--- config.mk ---
export PLATFORM = sky130hd
export DESIGN_NAME = cob_top
export DESIGN_NICKNAME = d
export VERILOG_FILES = /design/src/cob_pkg.sv /design/src/cob_lock_if.sv /design/src/cob_top.sv /design/src/cob_lock_ctl.sv /design/src/cob_clk_div.sv
export VERILOG_INCLUDE_DIRS = /design/src
export SDC_FILE = /design/constraint.sdc
export NUM_CORES = 1
export LEC_CHECK = 0
export BUFFER_PORTS_ARGS = -buffer_cell sky130_fd_sc_hd__buf_4
export CAP_MARGIN = 0
export CORE_AREA = 2 2 70 72
export DETAILED_ROUTE_END_ITERATION = 8
export DIE_AREA = 0 0 72 74
export PLACE_DENSITY = 0.79
export SYNTH_ARGS = -nofsm -noshare
export SYNTH_HDL_FRONTEND = slang
export SYNTH_SLANG_ARGS = --single-unit
--- constraint.sdc ---
create_clock -name sys_clk -period 2 [get_ports sys_clk]
set_input_delay 0.3 -clock sys_clk [delete_from_list [all_inputs] [get_ports sys_clk]]
set_output_delay 0.3 -clock sys_clk [all_outputs]
set_load 0.01 [all_outputs]
--- src/cob_regs.svh ---
`ifndef COB_REGS_SVH
`define COB_REGS_SVH

// ----------------------------------------
// Register addresses
// ----------------------------------------
`define COB_OFF_UNLOCK 24'h000000
`define COB_OFF_LOCK 24'h000004
`define COB_OFF_REMAP 24'h000008
`define COB_OFF_STATUS 24'h00000C
// Option byte index and its word address
`define COB_CFG5H_IDX 24'h300009
`define COB_CFG5H_ADDR (`COB_CFG5H_IDX << 2)

// ----------------------------------------
// Field positions
// ----------------------------------------
`define COB_BIT_MSK1 3
`define COB_BIT_MSK2 2
`define COB_BIT_LS48 1
`define COB_BIT_IOL1 0
`define COB_BIT_LOCK 0
`define COB_ST_LOCK 0
`define COB_ST_ARMED 1
`define COB_ST_PROG 2
`define COB_ST_OPT_LO 4

// ----------------------------------------
// Reset values and constants
// ----------------------------------------
`define COB_CFG_ERASED 4'hF
`define COB_CFG_UPPER 4'hF
`define COB_REMAP_RST 8'h00
`define COB_KEY1 8'h55
`define COB_KEY2 8'hAA
`define COB_DIV48_HALF 3'h3
`define COB_DIV24_HALF 3'h1

`endif

--- src/cob_pkg.sv ---
package cob_pkg;
    typedef logic [23:0] cob_addr_t;
    typedef logic [31:0] cob_data_t;
    typedef enum logic [1:0] {
        COB_LK_IDLE,
        COB_LK_KEY1,
        COB_LK_ARMED
    } cob_lock_st_e;
endpackage

--- src/cob_lock_if.sv ---
`timescale 1ns/1ps
// ----------------------------------------
// Link between bus logic and lock control
// ----------------------------------------
interface cob_lock_if;
    logic unlock_wr;
    logic lock_wr;
    logic [7:0] wdata;
    logic one_way;
    logic lock;
    logic armed;
    modport ctl (output unlock_wr, output lock_wr, output wdata, output one_way, input lock, input armed);
    modport lk (input unlock_wr, input lock_wr, input wdata, input one_way, output lock, output armed);
endinterface // cob_lock_if

--- src/cob_top.sv ---
// Design decision made here: the APB slave port.
`timescale 1ns/1ps
`include "cob_regs.svh"
// Functional notes
// - Per-port bit picks 7-bit or 5-bit masking
// - Select one: 48 MHz clock, divide by eight
// - Select zero: 24 MHz clock, divide by four
// - One-way: lock set once after unlock
// - Otherwise lock sets and clears, each after unlock
module cob_top #(
    parameter int REMAP_W = 8
) (
    input wire logic sys_clk,
    input wire logic rst_n,
    input wire cob_pkg::cob_addr_t paddr,
    input wire logic psel,
    input wire logic penable,
    input wire logic pwrite,
    input wire cob_pkg::cob_data_t pwdata,
    input wire logic [3:0] pstrb,
    output cob_pkg::cob_data_t prdata,
    output logic pready,
    output logic pslverr,
    output logic port1_mask_mode_sel,
    output logic port2_mask_mode_sel,
    output logic low_speed_clk_sel,
    output logic remap_lock_one_way,
    output logic pin_remap_lock,
    output logic [REMAP_W-1:0] remap_pin_registers,
    output logic ls_usb_clk
);
    import cob_pkg::*;

    // ----------------------------------------
    // Declarations
    // ----------------------------------------
    cob_lock_if lk_if ();
    logic pready_q;
    logic pready_d;
    cob_data_t prdata_q;
    cob_data_t prdata_d;
    logic pslverr_q;
    logic pslverr_d;
    logic [3:0] cfg_q;
    logic [3:0] cfg_d;
    logic [3:0] done_q;
    logic [3:0] done_d;
    logic [REMAP_W-1:0] remap_q;
    logic [REMAP_W-1:0] remap_d;
    logic access;
    logic wr_en;
    logic cfg_wr;
    logic hit_unlock;
    logic hit_lock;
    logic hit_remap;
    logic hit_status;
    logic hit_cfg;
    logic mapped;

    // ----------------------------------------
    // Address decode
    // ----------------------------------------
    // Register hits
    assign hit_unlock = (paddr == `COB_OFF_UNLOCK);
    assign hit_lock = (paddr == `COB_OFF_LOCK);
    assign hit_remap = (paddr == `COB_OFF_REMAP);
    assign hit_status = (paddr == `COB_OFF_STATUS);
    assign hit_cfg = (paddr == `COB_CFG5H_ADDR);
    assign mapped = hit_unlock | hit_lock | hit_remap | hit_status | hit_cfg;

    // Access phase before answer, and the completing write
    assign access = psel & penable & ~pready_q;
    assign wr_en = psel & penable & pready_q & pwrite & pstrb[0];
    assign cfg_wr = wr_en & hit_cfg;

    // ----------------------------------------
    // APB answer
    // ----------------------------------------
    // One wait state, read data and error captured together
    always_comb begin
        pready_d = access;
        pslverr_d = 1'b0;
        prdata_d = prdata_q;
        if (access) begin
            pslverr_d = ~mapped;
            prdata_d = '0;
            if (!pwrite) begin
                if (hit_lock) begin
                    prdata_d[`COB_BIT_LOCK] = lk_if.lock;
                end
                if (hit_remap) begin
                    prdata_d[REMAP_W-1:0] = remap_q;
                end
                if (hit_status) begin
                    prdata_d[`COB_ST_LOCK] = lk_if.lock;
                    prdata_d[`COB_ST_ARMED] = lk_if.armed;
                    prdata_d[`COB_ST_PROG] = &done_q;
                    prdata_d[`COB_ST_OPT_LO+3:`COB_ST_OPT_LO] = cfg_q;
                end
                if (hit_cfg) begin
                    prdata_d[7:0] = {`COB_CFG_UPPER, cfg_q};
                end
            end
        end
    end

    // Bus answer registers
    always_ff @(posedge sys_clk or negedge rst_n) begin
        if (!rst_n) begin
            pready_q <= 1'b0;
            pslverr_q <= 1'b0;
            prdata_q <= '0;
        end else begin
            pready_q <= pready_d;
            pslverr_q <= pslverr_d;
            prdata_q <= prdata_d;
        end
    end

    // ----------------------------------------
    // Option byte, write-once as a whole
    // ----------------------------------------
    // The first write programs all four bits from erased, then they hold
    for (genvar i = 0; i < 4; i++) begin : g_opt
        assign cfg_d[i] = (cfg_wr && !done_q[i]) ? pwdata[i] : cfg_q[i];
        assign done_d[i] = done_q[i] | cfg_wr;
    end

    // Option byte registers, erased at power-up
    always_ff @(posedge sys_clk or negedge rst_n) begin
        if (!rst_n) begin
            cfg_q <= `COB_CFG_ERASED;
            done_q <= 4'h0;
        end else begin
            cfg_q <= cfg_d;
            done_q <= done_d;
        end
    end

    // ----------------------------------------
    // Pin remap register
    // ----------------------------------------
    // Writes dropped while the lock is set
    always_comb begin
        remap_d = remap_q;
        if (wr_en && hit_remap && !lk_if.lock) begin
            remap_d = pwdata[REMAP_W-1:0];
        end
    end

    // Remap register
    always_ff @(posedge sys_clk or negedge rst_n) begin
        if (!rst_n) begin
            remap_q <= `COB_REMAP_RST;
        end else begin
            remap_q <= remap_d;
        end
    end

    // ----------------------------------------
    // Lock control and clock divider
    // ----------------------------------------
    // Strobes toward the lock control
    assign lk_if.unlock_wr = wr_en & hit_unlock;
    assign lk_if.lock_wr = wr_en & hit_lock;
    assign lk_if.wdata = pwdata[7:0];
    assign lk_if.one_way = cfg_q[`COB_BIT_IOL1];

    cob_lock_ctl u_lock (
        .sys_clk (sys_clk),
        .rst_n (rst_n),
        .lk (lk_if.lk)
    );

    cob_clk_div u_div (
        .sys_clk (sys_clk),
        .rst_n (rst_n),
        .sel_48 (cfg_q[`COB_BIT_LS48]),
        .div_clk (ls_usb_clk)
    );

    // ----------------------------------------
    // Outputs
    // ----------------------------------------
    // Flop-driven outputs
    assign pready = pready_q;
    assign pslverr = pslverr_q;
    assign prdata = prdata_q;
    assign port1_mask_mode_sel = cfg_q[`COB_BIT_MSK1];
    assign port2_mask_mode_sel = cfg_q[`COB_BIT_MSK2];
    assign low_speed_clk_sel = cfg_q[`COB_BIT_LS48];
    assign remap_lock_one_way = cfg_q[`COB_BIT_IOL1];
    assign pin_remap_lock = lk_if.lock;
    assign remap_pin_registers = remap_q;
endmodule // cob_top

--- src/cob_lock_ctl.sv ---
`timescale 1ns/1ps
`include "cob_regs.svh"
module cob_lock_ctl (
    input wire logic sys_clk,
    input wire logic rst_n,
    cob_lock_if.lk lk
);
    import cob_pkg::*;

    cob_lock_st_e st_q;
    cob_lock_st_e st_d;
    logic lock_q;
    logic lock_d;

    // Key sequence and lock update
    always_comb begin
        st_d = st_q;
        lock_d = lock_q;
        if (lk.unlock_wr) begin
            if (lk.wdata == `COB_KEY1) begin
                st_d = COB_LK_KEY1;
            end else if (st_q == COB_LK_KEY1 && lk.wdata == `COB_KEY2) begin
                st_d = COB_LK_ARMED;
            end else begin
                st_d = COB_LK_IDLE;
            end
        end else if (lk.lock_wr) begin
            st_d = COB_LK_IDLE; // Any lock write spends the key
            case (st_q)
                COB_LK_ARMED: begin
                    if (lk.one_way) begin
                        lock_d = lock_q | lk.wdata[`COB_BIT_LOCK];
                    end else begin
                        lock_d = lk.wdata[`COB_BIT_LOCK];
                    end
                end
                default: begin
                    lock_d = lock_q;
                end
            endcase
        end
    end

    // State registers
    always_ff @(posedge sys_clk or negedge rst_n) begin
        if (!rst_n) begin
            st_q <= COB_LK_IDLE;
            lock_q <= 1'b0;
        end else begin
            st_q <= st_d;
            lock_q <= lock_d;
        end
    end

    assign lk.lock = lock_q;
    assign lk.armed = (st_q == COB_LK_ARMED);
endmodule // cob_lock_ctl

--- src/cob_clk_div.sv ---
`timescale 1ns/1ps
`include "cob_regs.svh"
module cob_clk_div (
    input wire logic sys_clk,
    input wire logic rst_n,
    input wire logic sel_48,
    output logic div_clk
);
    import cob_pkg::*;

    logic [2:0] cnt_q;
    logic [2:0] cnt_d;
    logic clk_q;
    logic clk_d;
    logic [2:0] half;

    // Half period: 4 cycles for /8, 2 cycles for /4
    always_comb begin
        half = sel_48 ? `COB_DIV48_HALF : `COB_DIV24_HALF;
        cnt_d = cnt_q + 3'h1;
        clk_d = clk_q;
        if (cnt_q >= half) begin
            cnt_d = 3'h0;
            clk_d = ~clk_q;
        end
    end

    // Divider registers
    always_ff @(posedge sys_clk or negedge rst_n) begin
        if (!rst_n) begin
            cnt_q <= 3'h0;
            clk_q <= 1'b0;
        end else begin
            cnt_q <= cnt_d;
            clk_q <= clk_d;
        end
    end

    assign div_clk = clk_q;
endmodule // cob_clk_div

==> metrics list <==
- Avg Vias per Cell: 5.42
* Die width: slightly above 70 um
- For this run, the register share of the synthesized area comes to 0.425.
* Switching component of the power: 392 uW
- Vias post-DR: approximately 1.8k
- Residual antenna-violating net count after detailed routing: 0
- The worst-case IR drop observed on VDD is 0.538 mV.
- Fraction of power consumed by sequential logic: 0.472
- The initial antenna violation count came to 0.
- Fraction of met2 tracks used by global routing: 0.332
- Area growth from synthesis to layout: 32.3%
- The compound-cell area share of the yosys netlist came to 0.0671.
- After clock tree synthesis, the clock-pin slew on the worst setup and hold paths is around 0.07 ns.
* First-pass GRT wire length: between 8000 and 9000 um
- Between clock sinks in the finished design, the worst skew comes to approximately 0.0058 ns.
* Pin count of the biggest net entering global routing: 34
* Half-perimeter wire length after detailed placement: 3930 um
* Floorplan row count: 25
* Power density relative to cell area: about 600 nW/um2
* Number of buffers inserted to repair setup after CTS: 0
- The floorplan step defined a core boundary enclosing 4600 um2.
* Leak Pwr: 0.00128 uW
- Max-Cap Viols: 0
* Setup TNS: 0 ns
- Clock network power share: 0.366
- Async set-reset flop share out of synthesis: 1.00
- Crit path max fanout: 8
- In the synthesized netlist, the number of instances is 190.
- The number of antenna diodes in the final layout is 0.
* Post-synthesis sequential element count: 33
* Vert. Die Dim: about 74 um
- Based on the critical path, the design can be clocked at up to 576 MHz.
- TritonCTS built the clock tree.
* Met1 GRT Util: 0.257
- In the routed design, unresolved DRC markers number 0.
- In the global route stage, met3 resource usage came out at 0.0420.
- Share of total power in combinational logic: 0.162
- Effective utilization at floorplan: 0.426
- The count of buffers added on input and output ports is 61.
- Via count of the first global-routing pass: 1748
* Cts-stage hold buffer count: 1
- Yosys printed 0 warnings.
* Count of pins over their slew limit: 0
* Number of nets in the layout: approximately 340
- Dividing the final minimum period by the clock period gives 0.868.
- Die area: ~5300 um2
- At the end of routability-driven placement, the weighted congestion stood at 0.869.
- The synthesized netlist contains 49 unique library cells.
- Setup violations remaining at the end of the flow were counted as 0.
- Among all flip-flop cells after synthesis, the most frequent one is dfrtp_1.
- After synthesis, the largest family of logic cells by area is simple AND/OR/NAND/NOR gates.
* Worst hold path class: in -> reg
* Final Critical Period: 1.74 ns
- Net switching fraction of the power: 0.258
- Buffers inserted during clock tree synthesis total 5.
- DRC violation total after the first TritonRoute iteration: 91
- Share of final-layout standard cells stronger than drive strength 1: 0.420
* Simple-gate area share of the yosys netlist: 0.301
* Final core occ: 0.563
* Insertion delay of the later-clocked pin in the worst-skew pair: 0.29 ns
* Detailed-router iteration count before antenna repair: 4
* WL final: 4880 um
* Top-level I/O count: 113
- The share of synthesized area in the top cell type comes to 0.371.
- Among all cell types in the netlist, the one instantiated most often is dfrtp_1.
- The cell sitting at the root of the clock tree is a clkbuf_8.
- Total gr overflow: 0
- The final number of hold-violating endpoints was 0.
- Number of sinks driven by the clock tree: 33
- The clock passes through at most 2 buffers.
* RSZ-0062 raised after global routing: false
- Total global routing track utilization: 0.200
* Xor-xnor portion of the synthesized cell area: 0.00448
- The run finished with clean final reports.
- In the synthesized netlist, the cells that appear most often are 29 x dfrtp_1, 24 x buf_4, 14 x mux2_2.
- Most area-hungry cell type in the Yosys netlist: dfrtp_1
- Adder-Cell Fraction of Synth Area: 0.0128
- Average cell area after synthesis: 10.3 um2
- Headroom to the max-slew limit: 0.648
- The worst setup path is captured at a flop.
* Worst-Margin Slew: 0.523 ns
- The internal portion of the total power is 1130 uW.
- Average routed wire per standard cell: 15.1 um
* Most heavily used metal layer in global routing: met2
* Kind of launch point of the worst setup path: primary input
* Critical path data arrival time: 1.91 ns
- For flop-to-flop paths, the worst setup slack is ~0.30 ns.
* Number of enable-type register cells in the synthesized netlist: 0
* Main area contributors after synthesis: dfrtp_1 37%, buf_4 9.2%, mux2_2 8.1%
- Quantity of gates resized following cts: 0
- Required @ worst endpoint: 2.17 ns
- Classification of the worst setup path: in -> reg
- Cell area after technology mapping: between 1500 and 2000 um2
- H-tree levels: 2
* Filler Cells Inserted: approximately 430
* Multiplexer area fraction after synthesis: 0.0806
-- final timing paths --
check / startpoint / to / depth (start not counted)
setup reg to reg: pready / remap_pin_registers[2] / 5
setup / recovery: paddr[5] / remap_pin_registers[2] / 6
hold / removal: pwdata[4] / remap_pin_registers[4] / 2
hold reg to reg: u_div.cnt_q[2] / u_div.cnt_q[0] / 1
max in group asynchronous: rst_n / cfg_q[0] / 2
min in group asynchronous: rst_n / prdata[5] / 2
-- stage by stage --
step                      hold slack, ns  total power [uW]  std cells  area (um2)  setup WS, ns
final                              0.256              1520        323        2590         0.264
after global routing               0.244              1620        323        2590         0.112
after CTS                          0.251              1540        323        2590         0.281
after detailed placement           0.266               977        314        2480       -0.0183
after global placement             0.262               967        314        2480       -0.0188
after floorplan                  0.00441               883        213        2040        0.0609
-- worst max-delay path, stage by stage --
cell     delay (ns)
buf_4          0.12
or4b_1         0.59
nor2_2         0.13
nor4b_4        0.21
buf_4          0.21
mux2_2         0.34
-- final cells by class --
type                       count  area, um2  area share
timing repair buffer          76        573       0.221
multi-input combinational    148       1000       0.387
inverter                       4       15.0     0.00580
clock inverter                 1       5.00     0.00193
sequential                    33        831       0.321
tap                           54       67.6      0.0261
clock buffer                   7       96.3      0.0372
-- power by group through the flow --
stage,Clock [uW],Combinational [uW],Sequential [uW]
after floorplan,0,151,732
after global placement,0,239,728
after detailed placement,0,246,731
after CTS,568,249,719
after global routing,609,288,720
final,558,247,718
-- metal layers --
metal / share of wire / vias to the layer above
met1: 0.44 / 862
met5: 0 / -
li1: - / 821
met4: 0.017 / 0
met3: 0.049 / 9
met2: 0.49 / 60
-- sequential cells by signal, summed over array words and instances (netlist names) --
signal	cells
prdata	8
remap_pin_registers	8
cfg_q	4
done_q	4
u_div.cnt_q	3
u_lock.st_q	2
pready	1
pslverr	1
u_div.div_clk	1
u_lock.lk.lock	1
-- cells in the final DEF (no fill, tap or decap), drive strengths merged, types with 3 or more instances in the layout --
cell / synthesis / layout
clkbuf: 3 / 7
dfstp: 4 / 4
and2: 8 / 8
a21oi: 4 / 4
mux2: 14 / 14
or2: 4 / 4
buf: 25 / 75
inv: 4 / 4
nand3: 10 / 10
dfrtp: 29 / 29
nor3: 5 / 5
a41oi: 4 / 4
nor4b: 4 / 4
nand3b: 3 / 3
or4: 5 / 5
nand4: 9 / 9
nor2: 7 / 7
nor4: 11 / 11
conb: 1 / 24
nand2: 9 / 9
-- kinds of logic (layout without fill, tap and decap cells) --
logic type                 Yosys count  in the layout
other                                1             24
and+or+nand+nor                     89             89
muxes                               14             14
AOI/OAI and AO/OA                   18             18
DFF                                 33             33
buffers and inverters               32             88
adders and majority gates            2              2
xor gates and xnor gates             1              1
Power figures use the tool's default switching activity.
